<file path="src/rtl/tscrb_pkg.sv">
/*
 * Constants, types and helpers for the temperature sensor command decoder
 * and register bank. Assumes a 125 MHz core clock.
 */
package tscrb_pkg;

    // Core clock and conversion timebase
    localparam int CLK_HZ           = 125_000_000;
    localparam int CONV_TIME_MS     = 500;
    localparam int CONV_CYCLES_DFLT = CONV_TIME_MS * (CLK_HZ / 1000);

    // Frame layout
    localparam int          CMD_BITS     = 8;
    localparam int          WORD_BITS    = 16;
    localparam logic [4:0]  BITS_CMD     = 5'h08;
    localparam logic [4:0]  BITS_FRAME   = 5'h18;
    localparam logic [4:0]  BITS_OVER    = 5'h19;
    localparam int          CMD_START    = 7;
    localparam int          CMD_DIR      = 6;

    // Command codes
    localparam logic [7:0] CMD_RD_TEMP = 8'hc1;
    localparam logic [7:0] CMD_RD_CFG  = 8'hc3;
    localparam logic [7:0] CMD_RD_HYST = 8'hc5;
    localparam logic [7:0] CMD_RD_MAX  = 8'hc7;
    localparam logic [7:0] CMD_RD_LOW  = 8'hc9;
    localparam logic [7:0] CMD_RD_HIGH = 8'hcb;
    localparam logic [7:0] CMD_WR_CFG  = 8'h83;
    localparam logic [7:0] CMD_WR_HYST = 8'h85;
    localparam logic [7:0] CMD_WR_MAX  = 8'h87;
    localparam logic [7:0] CMD_WR_LOW  = 8'h89;
    localparam logic [7:0] CMD_WR_HIGH = 8'h8b;

    // Register masks and power-on values
    localparam logic [15:0] CFG_MASK  = 16'h1f00;
    localparam logic [15:0] LIM_MASK  = 16'hff80;
    localparam logic [15:0] CFG_RST   = 16'h0000;
    localparam logic [15:0] HYST_RST  = 16'h0100;
    localparam logic [15:0] MAX_RST   = 16'h2800;
    localparam logic [15:0] LOW_RST   = 16'h0500;
    localparam logic [15:0] HIGH_RST  = 16'h2000;
    localparam logic [15:0] TEMP_RST  = 16'h0000;

    // Field positions
    localparam int CFG_SHDN     = 8;
    localparam int CFG_INTR     = 9;
    localparam int CFG_CRIT_POL = 10;
    localparam int CFG_WARN_POL = 11;
    localparam int CFG_QUEUE    = 12;
    localparam int LIM_LSB      = 7;

    localparam logic [1:0] QUEUE_FULL = 2'h3;

    typedef enum logic [2:0] {
        REG_TEMP = 3'b000,
        REG_CFG  = 3'b001,
        REG_HYST = 3'b010,
        REG_MAX  = 3'b011,
        REG_LOW  = 3'b100,
        REG_HIGH = 3'b101
    } tscrb_reg_e;

    typedef enum logic [1:0] {
        SP_IDLE = 2'b00,
        SP_CMD  = 2'b01,
        SP_DATA = 2'b10
    } tscrb_state_e;

    typedef enum logic [1:0] {
        WATCH_BOTH = 2'b00,
        WATCH_HCLR = 2'b01,
        WATCH_LCLR = 2'b10
    } tscrb_watch_e;

    // Serial pins as seen by the device
    typedef struct packed {
        logic clk_level;
        logic select_n;
        logic data;
    } tscrb_pins_s;

    localparam tscrb_pins_s PINS_IDLE = 3'b010;

    // Decoded command byte
    typedef struct packed {
        logic       valid;
        logic       rd;
        tscrb_reg_e sel;
    } tscrb_cmd_s;

    // Map a command byte to a register, flagging unknown codes
    function automatic tscrb_cmd_s decode_cmd(input logic [7:0] c);
        tscrb_cmd_s d;
        d.valid = c[CMD_START];
        d.rd    = c[CMD_DIR];
        case (c)
            CMD_RD_TEMP:              d.sel = REG_TEMP;
            CMD_RD_CFG,  CMD_WR_CFG:  d.sel = REG_CFG;
            CMD_RD_HYST, CMD_WR_HYST: d.sel = REG_HYST;
            CMD_RD_MAX,  CMD_WR_MAX:  d.sel = REG_MAX;
            CMD_RD_LOW,  CMD_WR_LOW:  d.sel = REG_LOW;
            CMD_RD_HIGH, CMD_WR_HIGH: d.sel = REG_HIGH;
            default: begin
                d.sel   = REG_TEMP;
                d.valid = 1'b0;
            end
        endcase
        return d;
    endfunction : decode_cmd

    // Temperature code in sixteenths, sign extended for arithmetic
    function automatic logic signed [14:0] temp_ext(input logic [12:0] t);
        return {t[12], t[12], t};
    endfunction : temp_ext

    // Limit in whole degrees rescaled to sixteenths
    function automatic logic signed [14:0] lim_ext(input logic [15:0] l);
        return {l[15], l[15], l[15:LIM_LSB], 4'h0};
    endfunction : lim_ext

endpackage : tscrb_pkg

</file>
<file path="src/rtl/tscrb_bank.sv">
/*
 * Command decoder and register bank of a temperature sensor behind a
 * three-wire serial slave port, with conversion timebase and alarms.
 * Assumes the converter result arrives on the core clock; the serial
 * pins are asynchronous and are sampled by the 125 MHz clock.
 */
`timescale 1ns/1ps
`default_nettype none

// Functional notes
// - Command byte must start with 1; a leading 0 is invalid.
// - Second command bit: 1 reads a register, 0 writes one.
// - Only eleven codes act, six reads and five writes.
// - C1h reads the temperature result; it has no write code.
// - C3h reads configuration, 83h writes it.
// - C5h, C7h, C9h, CBh read hysteresis, maximum, low, high limits.
// - 85h, 87h, 89h, 8Bh write hysteresis, maximum, low, high limits.
// - Conversions run continuously on their own timebase.
// - Temperature read aborts conversion and returns previous result.
// - Every valid 24-clock frame, and any temperature read, starts a fresh conversion.
// - Six registers, each sixteen bits, moved as whole words.
// - Temperature result is read-only; the other five read and write.
// - Result bit 15 is sign, bits 14..3 magnitude, two's complement.
// - One result step is one sixteenth of a degree.
// - Result bits 2, 1, 0 flag overtemperature, high and low faults.
// - Only configuration bits 8..12 exist; other written bits dropped.
// - Configuration bit 8 powers down all but serial port and reset.
// - Configuration bit 12 demands four faulty conversions before alarms.
// - High, low, hysteresis drive warning; maximum, hysteresis drive critical.
// - Limits use upper nine bits as signed degrees; low seven ignored.
// - Hysteresis powers up as 2 degrees.
// - Maximum, low, high power up as +80, +10, +64 degrees.
// - A frame is exactly 24 clocks under select; others are ignored, yet reads still drive data and temperature reads still restart conversion.
// - MSB first, sampled on rising edges; reads drive from eighth fall.
// - Config bits 11, 10 set alarm polarities; bit 9 selects latched mode.
// - In latched mode a temperature read releases the warning output.
module tscrb_bank #(
    parameter int unsigned CONV_CYCLES = tscrb_pkg::CONV_CYCLES_DFLT
) (
    // Clock and reset
    input  wire logic              clk,
    input  wire logic              reset,
    // Serial pins, asynchronous
    input  wire tscrb_pkg::tscrb_pins_s pins,
    output var  logic              serial_data_line_out,
    output var  logic              serial_data_line_oe,
    // Converter side
    input  wire logic [12:0]       adc_value,
    output var  logic              conv_start,
    output var  logic              powered_down,
    // Alarm pin levels, polarity applied
    output var  logic              warning_output,
    output var  logic              critical_output
);
    import tscrb_pkg::*;

    tscrb_pins_s            pin_s1;
    tscrb_pins_s            pin_s2;
    tscrb_pins_s            pin_s3;
    tscrb_state_e           state;
    logic [4:0]             bit_cnt;
    logic [7:0]             cmd_shift;
    logic [15:0]            data_shift;
    logic [15:0]            out_shift;
    logic                   conv_hold;
    logic [31:0]            conv_cnt;
    logic [15:0]            temperature_result;
    logic [15:0]            device_configuration;
    logic [15:0]            limit_hysteresis;
    logic [15:0]            limit_maximum_critical;
    logic [15:0]            limit_low_warning;
    logic [15:0]            limit_high_warning;
    logic [1:0]             warn_cnt;
    logic [1:0]             crit_cnt;
    logic                   warn_cmp;
    logic                   warn_int;
    logic                   crit_act;
    tscrb_watch_e           watch;

    // Synchronise pins; only stage two onward is looked at
    always_ff @(posedge clk or posedge reset) begin
        if (reset) begin
            pin_s1 <= PINS_IDLE;
            pin_s2 <= PINS_IDLE;
            pin_s3 <= PINS_IDLE;
        end else begin
            pin_s1 <= pins;
            pin_s2 <= pin_s1;
            pin_s3 <= pin_s2;
        end
    end

    // Edge events of the link clock and select
    logic       sclk_rise;
    logic       sclk_fall;
    logic       cs_active;
    logic       cs_rise;
    tscrb_cmd_s cmd;
    logic       frame_ok;
    logic       temp_read_ok;
    assign sclk_rise    = pin_s2.clk_level & ~pin_s3.clk_level;
    assign sclk_fall    = ~pin_s2.clk_level & pin_s3.clk_level;
    assign cs_active    = ~pin_s2.select_n;
    assign cs_rise      = pin_s2.select_n & ~pin_s3.select_n;
    assign cmd          = decode_cmd(cmd_shift);
    assign frame_ok     = cs_rise && state == SP_DATA && bit_cnt == BITS_FRAME
                          && cmd.valid;
    assign temp_read_ok = frame_ok && cmd.rd && cmd.sel == REG_TEMP;

    // Frame receiver: command byte then data word, MSB first
    always_ff @(posedge clk or posedge reset) begin
        if (reset) begin
            state      <= SP_IDLE;
            bit_cnt    <= '0;
            cmd_shift  <= '0;
            data_shift <= '0;
        end else if (!cs_active) begin
            state   <= SP_IDLE;
            bit_cnt <= '0;
        end else if (sclk_rise) begin
            if (bit_cnt != BITS_OVER) begin
                bit_cnt <= bit_cnt + 5'h01; // Saturates so long frames stay bad
            end
            case (state)
                SP_IDLE, SP_CMD: begin
                    cmd_shift <= {cmd_shift[CMD_BITS-2:0], pin_s2.data};
                    state     <= (bit_cnt == BITS_CMD - 5'h01) ? SP_DATA : SP_CMD;
                end
                SP_DATA: begin
                    data_shift <= {data_shift[WORD_BITS-2:0], pin_s2.data};
                end
                default: state <= SP_IDLE;
            endcase
        end
    end

    // Read mux; reserved bits are already zero in storage
    logic [15:0] rd_word;
    always_comb begin
        case (cmd.sel)
            REG_TEMP: rd_word = temperature_result;
            REG_CFG:  rd_word = device_configuration;
            REG_HYST: rd_word = limit_hysteresis;
            REG_MAX:  rd_word = limit_maximum_critical;
            REG_LOW:  rd_word = limit_low_warning;
            REG_HIGH: rd_word = limit_high_warning;
            default:  rd_word = '0;
        endcase
    end

    // Readout driver from the eighth falling edge until select rises
    always_ff @(posedge clk or posedge reset) begin
        if (reset) begin
            serial_data_line_out <= 1'b0;
            serial_data_line_oe  <= 1'b0;
            out_shift            <= '0;
        end else if (!cs_active) begin
            serial_data_line_oe <= 1'b0;
        end else if (sclk_fall && state == SP_DATA && cmd.valid && cmd.rd) begin
            if (bit_cnt == BITS_CMD) begin
                serial_data_line_out <= rd_word[WORD_BITS-1];
                out_shift            <= {rd_word[WORD_BITS-2:0], 1'b0};
                serial_data_line_oe  <= 1'b1;
            end else if (bit_cnt < BITS_FRAME) begin
                serial_data_line_out <= out_shift[WORD_BITS-1];
                out_shift            <= {out_shift[WORD_BITS-2:0], 1'b0};
            end
        end
    end

    // Register writes land only at the end of a good frame
    always_ff @(posedge clk or posedge reset) begin
        if (reset) begin
            device_configuration   <= CFG_RST;
            limit_hysteresis       <= HYST_RST;
            limit_maximum_critical <= MAX_RST;
            limit_low_warning      <= LOW_RST;
            limit_high_warning     <= HIGH_RST;
        end else if (frame_ok && !cmd.rd) begin
            case (cmd.sel)
                REG_CFG:  device_configuration   <= data_shift & CFG_MASK;
                REG_HYST: limit_hysteresis       <= data_shift & LIM_MASK;
                REG_MAX:  limit_maximum_critical <= data_shift & LIM_MASK;
                REG_LOW:  limit_low_warning      <= data_shift & LIM_MASK;
                REG_HIGH: limit_high_warning     <= data_shift & LIM_MASK;
                default:  ;
            endcase
        end
    end

    // Abort: hold the conversion timer from a temperature read until select rises
    always_ff @(posedge clk or posedge reset) begin
        if (reset) begin
            conv_hold <= 1'b0;
        end else if (!cs_active) begin
            conv_hold <= 1'b0;
        end else if (state == SP_DATA && cmd.valid && cmd.rd && cmd.sel == REG_TEMP) begin
            conv_hold <= 1'b1;
        end
    end

    // Conversion timebase, free running apart from access restarts and shutdown
    logic restart;
    logic shdn;
    logic run;
    logic conv_end;
    assign shdn     = device_configuration[CFG_SHDN];
    assign restart  = cs_rise && (frame_ok || conv_hold);
    assign run      = !shdn && !conv_hold && !restart;
    assign conv_end = run && conv_cnt == CONV_CYCLES - 1;

    always_ff @(posedge clk or posedge reset) begin
        if (reset) begin
            conv_cnt     <= '0;
            conv_start   <= 1'b0;
            powered_down <= 1'b0;
        end else begin
            conv_start   <= run && conv_cnt == '0;
            powered_down <= shdn;
            if (!run || conv_end) begin
                conv_cnt <= '0;
            end else begin
                conv_cnt <= conv_cnt + 32'h1;
            end
        end
    end

    // Limit comparisons in sixteenths of a degree
    logic signed [14:0] t_now;
    logic signed [14:0] hyst;
    logic               over_f;
    logic               high_f;
    logic               low_f;
    logic               crit_clr;
    logic               high_clr;
    logic               low_clr;
    assign t_now    = temp_ext(adc_value);
    assign hyst     = lim_ext(limit_hysteresis);
    assign over_f   = t_now > lim_ext(limit_maximum_critical);
    assign high_f   = t_now > lim_ext(limit_high_warning);
    assign low_f    = t_now < lim_ext(limit_low_warning);
    assign crit_clr = t_now < lim_ext(limit_maximum_critical) - hyst;
    assign high_clr = t_now < lim_ext(limit_high_warning) - hyst;
    assign low_clr  = t_now > lim_ext(limit_low_warning) + hyst;

    // Result word captured at the end of each conversion
    always_ff @(posedge clk or posedge reset) begin
        if (reset) begin
            temperature_result <= TEMP_RST;
        end else if (conv_end) begin
            temperature_result <= {adc_value, over_f, high_f, low_f};
        end
    end

    // Warning condition depends on mode and, when latched, on what fired last
    logic warn_cond;
    logic queue_en;
    logic warn_q;
    logic crit_q;
    assign queue_en = device_configuration[CFG_QUEUE];
    always_comb begin
        if (!device_configuration[CFG_INTR]) begin
            warn_cond = high_f || low_f;
        end else begin
            case (watch)
                WATCH_HCLR: warn_cond = high_clr;
                WATCH_LCLR: warn_cond = low_clr;
                default:    warn_cond = high_f || low_f;
            endcase
        end
    end
    assign warn_q = warn_cond && (!queue_en || warn_cnt == QUEUE_FULL);
    assign crit_q = over_f && (!queue_en || crit_cnt == QUEUE_FULL);

    // Fault queues count consecutive faulty conversions
    always_ff @(posedge clk or posedge reset) begin
        if (reset) begin
            warn_cnt <= '0;
            crit_cnt <= '0;
        end else if (conv_end) begin
            warn_cnt <= !warn_cond ? 2'h0 : (warn_cnt == QUEUE_FULL ? warn_cnt : warn_cnt + 2'h1);
            crit_cnt <= !over_f ? 2'h0 : (crit_cnt == QUEUE_FULL ? crit_cnt : crit_cnt + 2'h1);
        end
    end

    // Critical alarm, comparator behaviour only
    always_ff @(posedge clk or posedge reset) begin
        if (reset) begin
            crit_act <= 1'b0;
        end else if (conv_end) begin
            if (crit_q) begin
                crit_act <= 1'b1;
            end else if (crit_clr) begin
                crit_act <= 1'b0;
            end
        end
    end

    // Warning in comparator behaviour
    always_ff @(posedge clk or posedge reset) begin
        if (reset) begin
            warn_cmp <= 1'b0;
        end else if (conv_end && !device_configuration[CFG_INTR]) begin
            if (warn_q) begin
                warn_cmp <= 1'b1;
            end else if (high_clr && low_clr) begin
                warn_cmp <= 1'b0;
            end
        end
    end

    // Warning in latched behaviour; a new event beats a same-cycle release
    always_ff @(posedge clk or posedge reset) begin
        if (reset) begin
            warn_int <= 1'b0;
            watch    <= WATCH_BOTH;
        end else begin
            if (temp_read_ok) begin
                warn_int <= 1'b0;
            end
            if (conv_end && device_configuration[CFG_INTR] && warn_q) begin
                warn_int <= 1'b1;
                if (watch == WATCH_BOTH) begin
                    watch <= high_f ? WATCH_HCLR : WATCH_LCLR;
                end else begin
                    watch <= WATCH_BOTH;
                end
            end
        end
    end

    // Pin levels; idle low-active pins rest high
    always_ff @(posedge clk or posedge reset) begin
        if (reset) begin
            warning_output  <= 1'b1;
            critical_output <= 1'b1;
        end else begin
            warning_output  <= (device_configuration[CFG_INTR] ? warn_int : warn_cmp)
                               ~^ device_configuration[CFG_WARN_POL];
            critical_output <= crit_act ~^ device_configuration[CFG_CRIT_POL];
        end
    end

endmodule : tscrb_bank

`default_nettype wire

</file>
<file path="config.mk">
export PLATFORM = sky130hd
export DESIGN_NAME = tscrb_bank
export DESIGN_NICKNAME = d
export VERILOG_FILES = /design/src/rtl/tscrb_pkg.sv /design/src/rtl/tscrb_bank.sv
export SDC_FILE = /design/constraint.sdc
export NUM_CORES = 1
export LEC_CHECK = 0
export ABC_AREA = 1
export BUFFER_PORTS_ARGS = -buffer_cell sky130_fd_sc_hd__buf_2
export CAP_MARGIN = 20
export CELL_PAD_IN_SITES_DETAIL_PLACEMENT = 1
export CELL_PAD_IN_SITES_GLOBAL_PLACEMENT = 1
export CORE_AREA = 2 2 162 132
export CTS_BUF_LIST = sky130_fd_sc_hd__clkbuf_8
export CTS_CLUSTER_SIZE = 24
export DETAILED_ROUTE_END_ITERATION = 10
export DIE_AREA = 0 0 164 134
export PLACE_DENSITY_LB_ADDON = 0.1
export SLEW_MARGIN = 20
export SYNTH_ARGS = -nofsm -noshare
export SYNTH_HDL_FRONTEND = slang
export SYNTH_SLANG_ARGS = --single-unit
</file>
<file path="constraint.sdc">
create_clock -name clk -period 7.2 [get_ports clk]
set_clock_uncertainty 0.1 [all_clocks]
set_input_delay 1.8 -clock clk [delete_from_list [all_inputs] [get_ports clk]]
set_output_delay 1.8 -clock clk [all_outputs]
set_load 0.1 [all_outputs]
</file>
==> metrics.txt <==
status completed; power per cell area about 160 mW/mm^2; layout cells sized above 1 under 10%; via count 8,676; reg2reg end watch[0]$_DFFE_PP0P_; IO Port Bufs 23; first-pass GRT wire length 47,900 um; CP Class reg2reg; CTS Buf Count 17; DR DRC count 0; yosys warns 0; top-level I/O count 24; initial antenna violation count 0; htree depth 4; clock latency on the worst-skew pair 0.48 ns; Clock Sinks 159; ANT cells 0; WP data arrival 4.28 ns; Sw Ratio 29.8%; Syn Nets 1,372; DRT Wirelength 29,900 um; Post-Syn Instances 1,260; mux contribution to synthesized area 0%; sequential element share of the synthesized area 39.8%; class of the worst hold path reg2reg; delay-heaviest family, CP simple AND/OR/NAND/NOR gates; Reg area 0.00399 sq mm; final setup margin between 3 and 4 ns; Gate power share 7.2%; fin util 53.0%; die area 0.0220 sq mm; all-layer global routing usage between 20% and 30%; count leader, synth nand2_1; slowest stage cell on the critical path dfstp_2; Max clock buf depth 2; final cycle utilization of the critical path 55.2%; highest clock rate 0.252 GHz; HPWL after detailed placement 23,300 um; Worst setup EP type flop; slew margin rel. 27.3%; Avg Inst Size Synth about 8 sq um; cell taking the most area after synthesis dfrtp_1; adder-cell area share of the yosys netlist 11.9%; Clock transition at path regs 0.10 ns; Clock Power Share 40.5%; Post-CTS Setup Bufs 0; Startpoint Class flop; Final Wtd Congestion around 0.94; #FFs+latches synth 159; fillcell total 2,571; Crit path required time 7.50 ns; final hold violation count 0; final net count 1,396; pre-CTS WS 3.35 ns; reg-to-reg slack, setup roughly 3.2 ns; initial drt markers slightly below 600; Crit Reg-Reg Startpoint limit_hysteresis[8]$_DFFE_PP1P_; Multi-input gate area 0.00522 sq mm; Die H around 130 um; Yosys top cell area share between 30% and 40%; Resized Gates After CTS 0; commonest cells in the netlist 287 x nand2_1, 181 x inv_1, 148 x dfrtp_1, 101 x nor2_1, 91 x ha_1; Area Overhead vs Synth 7.73%; Row Count 47; Synth Cell Area about 0.01 sq mm; starting density of the core 49.2%; hold depth 0; Max Cap Viol 0; worst-case reg-to-reg path depth 21; grt total ovfl 0; Post-synth ARST share 100%; Root Driver clkbuf_8; Core Region 0.0204 sq mm; Synth Area in Compound Gates 11.2%; Seq pwr share a little over half; EDFF count, synth 0; Min-Delay Endpoint pin_s2[2]$_DFF_PP0_; Synth cell types 46; vias per std cell 5.54; Max rail drop VDD 0.000117 V; RSZ-0062 raised after global routing no; Buf/Inv on CP 2; Synth Flop Type dfrtp_1; simple-gate share of the synthesized area 24.9%; largest family of logic cells by synthesized area simple AND/OR/NAND/NOR gates; crit path time final 3.97 ns; Final ANT Viol Nets 0; DR WL/cell around 19 um; CTS tree built; number of global-route vias before repair approximately 8,800; Slew Limit Fails 0; post-synthesis xor/xnor area fraction 4.01%; top cells by area in the synthesized netlist dfrtp_1 37%, ha_1 11%, nand2_1 11%; crit-path max cell delay 0.56 ns; cell repeated most along the worst path nand2_1; Die X 164 um; largest net degree at the start of global routing 97; hold buffers post-CTS 0; Setup TNS 0 ns; Pleak 0.00516 uW; Hold Crit Start pin_s1[2]$_DFF_PP0_; Crit Path Max Fanout 6; CP cell instances inv_1 > fa_1 > o21ai_0 > a21oi_1 > o21ai_0 > nand2_1 > nand2_1 > a21oi_1 > xor2_1 > ha_1 > nand2_1 > inv_1 > a21oi_1 > nand4_1 > nand2_1 > nand3_1 > nand3_1 > nand3_1 > nor2_1 > nand2_1 > nand2_1; critical path depth in cells 21; final setup vio count 0; drt first pass iters 6; worst-margin pin slew approximately 1.1 ns; Int Pwr between 1000 and 1500 uW; P_sw 526 uW
final cells by class:
class	count	share of cell area, %
clock buffer	17	2.16
tap	269	3.11
sequential	159	36.9
multi-input combinational	896	48.3
timing repair buffer	26	1.27
clock inverter	15	1.76
inverter	184	6.44
per-layer routing:
layer | track usage (%) | wire length [um] | vias to the layer above
met3 | 4.76 | 1720 | 22
li1 | - | - | 4180
met5 | 0 | 0 | -
met4 | 5.02 | 286 | 0
met1 | 44.2 | 15200 | 4257
met2 | 42.3 | 12700 | 217
state kept, by name, indices dropped and copies added (netlist names), 3 cells and up:
signal / count
conv_cnt: 32
data_shift: 16
temperature_result: 16
out_shift: 15
limit_high_warning: 9
limit_hysteresis: 9
limit_low_warning: 9
limit_maximum_critical: 9
cmd_shift: 8
bit_cnt: 5
device_configuration: 5
pin_s1: 3
pin_s2: 3
logic make-up after synthesis:
| logic type | count (synthesis) |
|---|---|
| adder cells (fa/ha/maj) | 94 |
| flip-flops | 159 |
| AND/OR/NAND/NOR | 552 |
| XOR/XNOR | 46 |
| AO/OA/AOI/OAI | 204 |
| buffers and inverters | 205 |
stage by stage:
step                instances  area (sq um)  total power, uW  hold slack [ns]
detailed placement       1533         10400             1070            0.237
global placement         1533         10400             1060            0.232
global route             1566         10800             1840            0.264
floorplan                1260         10000             1020            0.231
finish                   1566         10800             1770            0.258
CTS                      1565         10800             1780            0.260
power by group through the flow:
| stage | Combinational [uW] | Sequential [uW] | Clock [uW] |
|---|---|---|---|
| global route | 149 | 928 | 762 |
| floorplan | 82.7 | 940 | 0 |
| CTS | 129 | 925 | 728 |
| global placement | 122 | 941 | 0 |
| finish | 128 | 925 | 715 |
| detailed placement | 128 | 942 | 0 |
how the worst max path moves through the flow:
stage	start	to	slack, ns
6_report	limit_hysteresis[8]$_DFFE_PP1P_	watch[0]$_DFFE_PP0P_	3.23
4_1_cts	limit_hysteresis[8]$_DFFE_PP1P_	warn_int$_DFFE_PP0P_	3.26
5_1_grt	limit_hysteresis[8]$_DFFE_PP1P_	warn_int$_DFFE_PP0P_	2.91
3_3_place_gp	limit_hysteresis[8]$_DFFE_PP1P_	warn_cnt[1]$_DFFE_PP0P_	3.45
3_5_place_dp	limit_hysteresis[8]$_DFFE_PP1P_	warn_cmp$_DFFE_PP0P_	3.35
2_1_floorplan	reset	bit_cnt[0]$_DFFE_PP0P_	1.03
placed cells by master (no fill, tap or decap), drive strengths merged, types with 7 or more instances in the layout:
master  count
nor3       37
xnor2      17
dfstp      11
dfrtp     148
o22ai      10
or2         7
clkbuf     17
a21oi      51
o211ai      9
o21ai     109
nand3      54
ha         91
inv       190
nand4      31
nor4       11
nand2     295
buf        26
nor2      106
a22oi       9
xor2       29
No activity file was read; power rests on OpenSTA's default activity.
